--- config.mk ---
export PLATFORM = sky130hd
export DESIGN_NAME = rfc_top
export DESIGN_NICKNAME = d
export VERILOG_FILES = /design/src/logic/rfc_pkg.sv /design/src/logic/rfc_sync.sv /design/src/logic/rfc_counter.sv /design/src/logic/rfc_top.sv
export SDC_FILE = /design/constraint.sdc
export NUM_CORES = 1
export LEC_CHECK = 0
export BUFFER_PORTS_ARGS = -buffer_cell sky130_fd_sc_hd__buf_2
export CORE_UTILIZATION = 40
export DETAILED_ROUTE_END_ITERATION = 12
export GPL_ROUTABILITY_DRIVEN = 1
export SYNTH_ARGS = -nofsm -noshare
export SYNTH_HDL_FRONTEND = slang
export SYNTH_SLANG_ARGS = --single-unit
--- constraint.sdc ---
create_clock -name clk -period 2.8 [get_ports clk]
set_clock_uncertainty 0.2 [all_clocks]
set_input_delay 0.14 -clock clk [delete_from_list [all_inputs] [get_ports clk]]
set_output_delay 0.14 -clock clk [all_outputs]
set_load 0.1 [all_outputs]
--- src/logic/rfc_pkg.sv ---
// constants, types and helpers of the resistance frequency unit
package rfc_pkg;

  // register offsets
  localparam logic [7:0] REG_TIMER0_CONTROL = 8'h01;
  localparam logic [7:0] REG_NETWORK        = 8'h2f;
  localparam logic [7:0] REG_TIMER_ENABLE   = 8'h30;
  localparam logic [7:0] REG_IRQ_ENABLE     = 8'h31;
  localparam logic [7:0] REG_T0_DATA        = 8'h32;
  localparam logic [7:0] REG_T1_DATA        = 8'h33;
  localparam logic [7:0] REG_T2_DATA        = 8'h34;
  localparam logic [7:0] REG_WINDOW_TIMER   = 8'h35;
  localparam logic [7:0] REG_STATUS         = 8'h36;

  // field positions
  localparam int STOP_MODE_LO  = 6;
  localparam int NET_SEL_LO    = 4;
  localparam int EN_T0_BIT     = 0;
  localparam int EN_T1_BIT     = 1;
  localparam int EN_T2_BIT     = 2;
  localparam int IRQ_T0_BIT    = 2;
  localparam int ST_STOP_BIT   = 0;
  localparam int ST_WINDOW_BIT = 1;

  // reset values and counts
  localparam logic [7:0] BYTE_RESET  = 8'h00;
  localparam logic [7:0] WINDOW_SKIP = 8'h02;
  localparam logic [7:0] WINDOW_ONE  = 8'h01;
  localparam logic [7:0] WINDOW_ZERO = 8'h00;

  typedef enum logic [1:0] {
    NET_OFF  = 2'h0,
    NET_REF  = 2'h1,
    NET_TEMP = 2'h2,
    NET_HUM  = 2'h3
  } rfc_net_e;

  typedef enum logic [1:0] {
    STOP_OFF = 2'h0,
    STOP_OVF = 2'h1,
    STOP_OSC = 2'h2,
    STOP_WIN = 2'h3
  } rfc_stop_e;

  typedef enum logic [1:0] {
    WID_8  = 2'h0,
    WID_16 = 2'h1,
    WID_24 = 2'h2
  } rfc_width_e;

  typedef enum logic [3:0] {
    ST_IDLE  = 4'h1,
    ST_ARM   = 4'h2,
    ST_COUNT = 4'h4,
    ST_DONE  = 4'h8
  } rfc_state_e;

  typedef struct packed {
    logic [7:0] addr;
    logic [7:0] wdata;
    logic       wr;
    logic       rd;
  } rfc_bus_s;

  // bits of the chained counter that take part at a given width
  function automatic logic [23:0] width_mask(input rfc_width_e w);
    logic [23:0] m;
    m = 24'h0000ff;
    if (w == WID_16) begin
      m = 24'h00ffff;
    end else if (w == WID_24) begin
      m = 24'hffffff;
    end
    return m;
  endfunction

endpackage

--- src/logic/rfc_sync.sv ---
// two stage synchroniser with falling edge detect
`timescale 1ns/1ps
module rfc_sync (
  // clock and reset
  input  wire logic clk,
  input  wire logic resetn,
  // asynchronous level
  input  wire logic d,
  // synchronised level and falling edge pulse
  output logic      q,
  output logic      fall
);
  logic s1;
  logic s2;
  logic s3;
  logic next_s1;
  logic next_s2;
  logic next_s3;

  always_comb begin
    next_s1 = d;
    next_s2 = s1;
    next_s3 = s2;
  end

  always_ff @(posedge clk) begin
    if (!resetn) begin
      s1 <= 1'b0;
      s2 <= 1'b0;
      s3 <= 1'b0;
    end else begin
      s1 <= next_s1;
      s2 <= next_s2;
      s3 <= next_s3;
    end
  end

  assign q    = s2;
  assign fall = s3 & ~s2;
endmodule

--- src/logic/rfc_counter.sv ---
// chained 8/16/24 bit preloadable down counter
`timescale 1ns/1ps
module rfc_counter
  import rfc_pkg::*;
(
  // clock and reset
  input  wire logic       clk,
  input  wire logic       resetn,
  // byte preload
  input  wire logic [2:0] load,
  input  wire logic [7:0] load_data,
  // count control
  input  wire logic       dec,
  input  rfc_width_e      width,
  // contents
  output logic [23:0]     value
);
  logic [23:0] next_value;
  logic [23:0] mask;

  always_comb begin
    mask       = width_mask(width);
    next_value = value;
    if (|load) begin
      for (int i = 0; i < 3; i++) begin
        if (load[i]) begin
          next_value[i*8 +: 8] = load_data;
        end
      end
    end else if (dec) begin
      next_value = (value & ~mask) | ((value - 24'h000001) & mask);
    end
  end

  always_ff @(posedge clk) begin
    if (!resetn) begin
      value <= 24'h000000;
    end else begin
      value <= next_value;
    end
  end
endmodule

--- src/logic/rfc_top.sv ---
// resistance frequency unit: network pins, window control and registers
`timescale 1ns/1ps
module rfc_top
  import rfc_pkg::*;
(
  // clock and reset
  input  wire logic  clk,
  input  wire logic  resetn,
  // register port
  input  rfc_bus_s   bus,
  output logic [7:0] rdata,
  // oscillation and timer clocks
  input  wire logic  oscillation_input,
  input  wire logic  timer_zero_clock,
  input  wire logic  window_timer_clock,
  // network pins
  output logic       reference_resistor_out,
  output logic       reference_resistor_out_oe,
  output logic       temperature_sensor_out,
  output logic       temperature_sensor_out_oe,
  output logic       humidity_sensor_out,
  output logic       humidity_sensor_out_oe,
  // status
  output logic       stop_flag,
  output logic       counting_window,
  output logic       timer_zero_irq
);
  ////////////////////////////////////////////////////////////////////////////
  // synchronisers
  logic osc_q;
  logic osc_fall;
  logic t0clk_fall;
  logic win_fall;

  rfc_sync u_osc_sync (
    .clk    (clk),
    .resetn (resetn),
    .d      (oscillation_input),
    .q      (osc_q),
    .fall   (osc_fall)
  );

  rfc_sync u_t0clk_sync (
    .clk    (clk),
    .resetn (resetn),
    .d      (timer_zero_clock),
    .q      (),
    .fall   (t0clk_fall)
  );

  // enable is taken in the system domain, so the window may slip
  rfc_sync u_win_sync (
    .clk    (clk),
    .resetn (resetn),
    .d      (window_timer_clock),
    .q      (),
    .fall   (win_fall)
  );

  ////////////////////////////////////////////////////////////////////////////
  // registers
  logic [7:0] timer0_control;
  logic [7:0] infrared_and_network_control;
  logic [2:0] timer_enable;
  logic [7:0] interrupt_enable_reg;
  logic [7:0] win_load;
  logic [7:0] next_timer0_control;
  logic [7:0] next_infrared_and_network_control;
  logic [2:0] next_timer_enable;
  logic [7:0] next_interrupt_enable_reg;
  logic [7:0] next_win_load;
  logic       wr_stop_clear;
  logic [2:0] data_load;

  rfc_stop_e  stop_mode;
  rfc_net_e   net_sel;
  logic       timer_zero_on;
  logic       timer_one_on;
  logic       window_timer_on;
  logic       timer_zero_irq_enable;

  assign stop_mode             = rfc_stop_e'(timer0_control[STOP_MODE_LO +: 2]);
  assign net_sel               = rfc_net_e'(infrared_and_network_control[NET_SEL_LO +: 2]);
  assign timer_zero_on         = timer_enable[EN_T0_BIT];
  assign timer_one_on          = timer_enable[EN_T1_BIT];
  assign window_timer_on       = timer_enable[EN_T2_BIT];
  assign timer_zero_irq_enable = interrupt_enable_reg[IRQ_T0_BIT];

  always_comb begin
    next_timer0_control               = timer0_control;
    next_infrared_and_network_control = infrared_and_network_control;
    next_timer_enable                 = timer_enable;
    next_interrupt_enable_reg         = interrupt_enable_reg;
    next_win_load                     = win_load;
    wr_stop_clear                     = 1'b0;
    data_load                         = 3'h0;
    if (bus.wr) begin
      unique case (bus.addr)
        REG_TIMER0_CONTROL: next_timer0_control = bus.wdata;
        REG_NETWORK:        next_infrared_and_network_control = bus.wdata;
        REG_TIMER_ENABLE:   next_timer_enable = bus.wdata[2:0];
        REG_IRQ_ENABLE:     next_interrupt_enable_reg = bus.wdata;
        REG_T0_DATA:        data_load = 3'h1;
        REG_T1_DATA:        data_load = 3'h2;
        REG_T2_DATA:        data_load = 3'h4;
        REG_WINDOW_TIMER:   next_win_load = bus.wdata;
        REG_STATUS:         wr_stop_clear = bus.wdata[ST_STOP_BIT];
        default:            data_load = 3'h0;
      endcase
    end
  end

  always_ff @(posedge clk) begin
    if (!resetn) begin
      timer0_control               <= BYTE_RESET;
      infrared_and_network_control <= BYTE_RESET;
      timer_enable                 <= 3'h0;
      interrupt_enable_reg         <= BYTE_RESET;
      win_load                     <= BYTE_RESET;
    end else begin
      timer0_control               <= next_timer0_control;
      infrared_and_network_control <= next_infrared_and_network_control;
      timer_enable                 <= next_timer_enable;
      interrupt_enable_reg         <= next_interrupt_enable_reg;
      win_load                     <= next_win_load;
    end
  end

  ////////////////////////////////////////////////////////////////////////////
  // counting window control
  rfc_state_e  state;
  rfc_state_e  next_state;
  logic [7:0]  win_cnt;
  logic [7:0]  next_win_cnt;
  logic        next_stop_flag;
  logic        next_counting_window;
  logic        next_timer_zero_irq;
  logic        start_ok;
  logic        end_evt;
  logic        count_edge;
  rfc_width_e  width;
  logic [23:0] count_value;

  always_comb begin
    // overflow mode needs window timer too and stays at 16 bits at most (8 without timer one)
    start_ok = timer_zero_on && (stop_mode != STOP_OVF || window_timer_on);
    width    = timer_one_on ? WID_16 : WID_8;
    if (timer_one_on && window_timer_on && (stop_mode == STOP_OSC || stop_mode == STOP_OFF)) begin
      width = WID_24;
    end
    // timer zero clock counts in cycle mode and with stop off, oscillation otherwise
    count_edge = (stop_mode == STOP_OSC || stop_mode == STOP_OFF) ? t0clk_fall : osc_fall;
    end_evt    = 1'b0;
    unique case (stop_mode)
      STOP_OVF: end_evt = (win_cnt == WINDOW_ZERO) || (win_fall && win_cnt == WINDOW_ONE);
      STOP_OSC: end_evt = osc_fall;
      STOP_WIN: end_evt = win_fall;
      STOP_OFF: end_evt = 1'b0;
    endcase
  end

  always_comb begin
    next_state     = state;
    next_win_cnt   = win_cnt;
    next_stop_flag = stop_flag;
    if (wr_stop_clear) begin
      next_stop_flag = 1'b0;
    end
    unique case (state)
      ST_IDLE: begin
        if (start_ok) begin
          next_state     = ST_ARM;
          next_stop_flag = 1'b0; // re-enable starts afresh
        end
      end
      ST_ARM: begin
        if (stop_mode == STOP_OFF) begin
          next_state = ST_COUNT;
        end else if (stop_mode == STOP_OVF && win_fall) begin
          next_state   = ST_COUNT;
          // Y-2 decrements until zero
          next_win_cnt = (win_load > WINDOW_SKIP) ? win_load - WINDOW_SKIP : WINDOW_ZERO;
        end else if ((stop_mode == STOP_OSC && osc_fall) || (stop_mode == STOP_WIN && win_fall)) begin
          next_state = ST_COUNT;
        end
      end
      ST_COUNT: begin
        if (end_evt) begin
          next_state     = ST_DONE;
          next_stop_flag = 1'b1;
          next_win_cnt   = WINDOW_ZERO;
        end else if (stop_mode == STOP_OVF && win_fall) begin
          next_win_cnt = win_cnt - WINDOW_ONE;
        end
      end
      ST_DONE: begin
        // the flag holds here; only a status clear or a new start drops it
        next_state   = ST_DONE;
        next_win_cnt = WINDOW_ZERO;
      end
    endcase
    if (!start_ok) begin
      next_state = ST_IDLE;
      if (state == ST_COUNT && end_evt) begin
        next_stop_flag = 1'b1;
      end
    end
    next_counting_window = (next_state == ST_COUNT);
    next_timer_zero_irq  = next_stop_flag && timer_zero_irq_enable;
  end

  always_ff @(posedge clk) begin
    if (!resetn) begin
      state           <= ST_IDLE;
      win_cnt         <= WINDOW_ZERO;
      stop_flag       <= 1'b0;
      counting_window <= 1'b0;
      timer_zero_irq  <= 1'b0;
    end else begin
      state           <= next_state;
      win_cnt         <= next_win_cnt;
      stop_flag       <= next_stop_flag;
      counting_window <= next_counting_window;
      timer_zero_irq  <= next_timer_zero_irq;
    end
  end

  // counter only counts inside the window; after stop only a preload write changes it
  rfc_counter u_counter (
    .clk       (clk),
    .resetn    (resetn),
    .load      (data_load),
    .load_data (bus.wdata),
    .dec       (state == ST_COUNT && count_edge),
    .width     (width),
    .value     (count_value)
  );

  ////////////////////////////////////////////////////////////////////////////
  // network pins and read data
  logic       next_ref_oe;
  logic       next_temp_oe;
  logic       next_hum_oe;
  logic [7:0] next_rdata;

  always_comb begin
    // only the selected network drives
    next_ref_oe  = (net_sel == NET_REF);
    next_temp_oe = (net_sel == NET_TEMP);
    next_hum_oe  = (net_sel == NET_HUM);
    next_rdata   = BYTE_RESET;
    if (bus.rd) begin
      unique case (bus.addr)
        REG_TIMER0_CONTROL: next_rdata = timer0_control;
        REG_NETWORK:        next_rdata = infrared_and_network_control;
        REG_TIMER_ENABLE:   next_rdata = {5'h00, timer_enable};
        REG_IRQ_ENABLE:     next_rdata = interrupt_enable_reg;
        REG_T0_DATA:        next_rdata = count_value[7:0];
        REG_T1_DATA:        next_rdata = count_value[15:8];
        REG_T2_DATA:        next_rdata = count_value[23:16];
        REG_WINDOW_TIMER:   next_rdata = win_cnt;
        REG_STATUS:         next_rdata = {6'h00, counting_window, stop_flag};
        default:            next_rdata = BYTE_RESET;
      endcase
    end
  end

  always_ff @(posedge clk) begin
    if (!resetn) begin
      reference_resistor_out    <= 1'b0;
      reference_resistor_out_oe <= 1'b0;
      temperature_sensor_out    <= 1'b0;
      temperature_sensor_out_oe <= 1'b0;
      humidity_sensor_out       <= 1'b0;
      humidity_sensor_out_oe    <= 1'b0;
      rdata                     <= BYTE_RESET;
    end else begin
      reference_resistor_out    <= ~osc_q;
      reference_resistor_out_oe <= next_ref_oe;
      temperature_sensor_out    <= ~osc_q;
      temperature_sensor_out_oe <= next_temp_oe;
      humidity_sensor_out       <= ~osc_q;
      humidity_sensor_out_oe    <= next_hum_oe;
      rdata                     <= next_rdata;
    end
  end
endmodule

==> impl_results.md <==
- Outcome: finished, final reports clean
- Nets: ~700
- Final Hold Fails: 0
- Crit path time final: roughly 2.5 ns
- Grt met3 use: around 4.7%
- Ranking of synthesized cells by area: dfxtp_1 (36%), nand2_1 (5.7%), a21oi_1 (5.3%)
- CTS Buf Count: 9
- Post-route ant nets: 0
- Finished Layout Cells: around 850
- Area leader, netlist: dfxtp_1
- Crit end category: register
- Type of origin of the critical path: register
- Hold Path Class: input pin to register
- Via count: 5,226
- # IOs: 40
- Die W: 116 um
- Port bufs: 39
- Tot GR Track Use: 25.2%
- Sw power: around 0.0007 W
- Clock transition at the registers of the reported paths: about 0.07 ns
- Synth top cells by count: dfxtp_1 (95), nand2_1 (80), a21oi_1 (55)
- Share of the synthesized area in the top cell type: about 36%
- DIE AREA: between 10,000 and 15,000 um^2
- Worst-Margin Slew: about 1.1 ns
- DRT iter0 DRCs: 560
- Register area share after synthesis: 36.3%
- Mapped cell area: around 5200 um^2
- Internal power: between 0.002 and 0.0025 W
- Post-CTS Hold Fix Bufs: 12
- Asr flop ratio synth: 0%
- Final HPWL DP: between 10 and 15 mm
- GP Congestion: around 0.92
- Max Buffers Root-to-Sink: 2
- Grt met2 use: around 39%
- Final setup fails: 0
- Hold Slack: approximately 0.050 ns
- Largest net degree at the start of global routing: 56
- Inserted Diodes: 0
- Critical path type: register to register
- Final Cycle Share: approximately nine tenths
- Avg Cell Area, Syn: between 8 and 9 um^2
- Row count: 41
- Max Slew Vio Count: 0
- Net Sw Frac: between 20% and 30%
- Die Y-Extent: about 120 um
- Post-Place Cells: approximately 830
- MaxCap Viol Count: 0
- Worst path arrival time: around 2.6 ns
- Clock root buffer: clkbuf_16
- #FFs+latches synth: 95
- Initial Utilization: about two fifths
- DRC: 0
- Comb power frac: 6.8%
- CTS tree: yes
- First drt pass iteration count: 7
- Yosys cell types: 75
- Via-to-Cell Ratio: between 6 and 7
- Cell with the most instances after synthesis: dfxtp_1
- Post-Syn Instances: 640
- Global route hottest layer: met2
- Area growth, synth to finish: 14.6%
- Clk_lat worst skew: 0.35 ns
- First-pass GRT wire length: roughly 26 mm
- Required time worst endpoint: 2.86 ns
- Clk pwr share: 43.2%
- GRT Residual Overflow: 0
- Number of synthesized flops with an enable pin: 0
- WL/cell: roughly 19 um
- Post-Route WL: around 16 mm
- Reg power frac: about half
- Layout cell share with drive strength beyond 1: 14.5%
- Most used DFF post-synth: dfxtp_1
- CTS Sinks: 95
- CP Max Fanout: 6
- Power per cell area: 454 nW/um^2
- LEAKAGE: approximately 2.4 nW
- CTS resizes: 0
- Slew margin rel.: approximately 22%
- Post-synth net total: approximately 670
- Yosys warns: 0
- Setup tns final: 0 ns
- H-Tree Depth: 3
- Maximum VDD drop: about 0.29 mV
- Post CTS Setup Buffer Count: 0
- Fmax: 394 MHz
- Met1 Use GR: about a third
- Core Footprint: between 10,000 and 15,000 um^2
- Vias in the first global route: 4,824
- Initial antenna violation count: 0
- RSZ-0062 raised after global routing: false
-- final timing paths --
check / depth (start not counted) / to / slack, ns / start
worst max-delay path: 7 / register / 0.26 / u_counter.value[0]$_SDFFE_PN0P_
worst min-delay path: 4 / rdata[1]$_SDFF_PN0_ / 0.05 / bus[17]
worst max register to register: 7 / register / 0.26 / u_counter.value[0]$_SDFFE_PN0P_
worst min register to register: 1 / u_t0clk_sync.q$_SDFF_PN0_ / 0.24 / u_t0clk_sync.next_s2$_SDFF_PN0_
-- cells by family after synthesis --
group | synth area share, %
buf+inv | 4.83
mux | 5.85
simple gates | 26.6
compound gates | 24.2
xor+xnor | 1.34
fa+ha+maj | 0.956
flops | 36.3
-- placed cells by master, fill, tap and decap left out, types with 5 or more instances in the layout --
cell	netlist	layout
nor3_1	19	19
nand2b_1	8	8
mux2i_1	25	25
or3_1	9	9
o21ai_0	20	20
clkbuf_16	0	9
mux2_2	5	5
a22oi_1	13	13
nor4_1	6	6
and2_1	15	15
and4_1	5	5
dfxtp_1	95	95
inv_1	15	15
a222oi_1	6	6
and3_1	5	5
or2_2	5	5
a32oi_1	8	8
nand3_1	18	18
xnor2_1	7	7
nor2b_1	6	6
a211oi_1	5	5
buf_2	10	39
a31oi_1	8	8
buf_4	4	20
nor2_1	51	51
or4_1	6	6
o22ai_1	8	8
dlygate4sd3_1	0	12
a21oi_1	55	55
nand2_1	80	80
o32ai_1	12	12
-- cell type report --
type,instances,area (um^2)
clock inverter,6,53.8
fill,1258,6670
tap,172,215
timing repair buffer,71,465
multi-input combinational,485,3080
sequential,95,1900
clock buffer,9,225
inverter,15,56.3
-- layer usage --
metal  wire length, um  part of all wire, %  up-vias
met5                 0                    0        -
met1              7230                   44     2460
met3              1280                  7.8       41
met4               491                  3.0        0
met2              7340                   45      268
li1                  -                    -     2457
-- metrics by stage --
step	area, um^2	util, %	setup WS [ns]	power [W]
2_1_floorplan	5240	-	0.586	0.00150
3_3_place_gp	5600	44.2	0.300	0.00156
3_5_place_dp	5600	44.2	0.337	0.00156
4_1_cts	6000	47.4	0.319	0.00275
5_1_grt	6000	47.4	0.166	0.00282
6_report	6000	47.4	0.263	0.00272
-- worst max-delay path: stages (launching register included) --
cell      delay (ns)
dfxtp_1         0.35
inv_1           0.09
ha_1            0.21
or4b_2          0.68
nor3_2          0.37
nand3_1         0.16
mux2i_1         0.14
o311ai_1        0.23
-- power groups by stage --
stage	Combinational, W	Sequential (W)	Clock, W
2_1_floorplan	0.000102	0.00140	0
3_3_place_gp	0.000168	0.00139	0
3_5_place_dp	0.000169	0.00139	0
4_1_cts	0.000183	0.00136	0.00121
5_1_grt	0.000197	0.00136	0.00126
6_report	0.000185	0.00136	0.00118
Power figures use the tool's default switching activity.
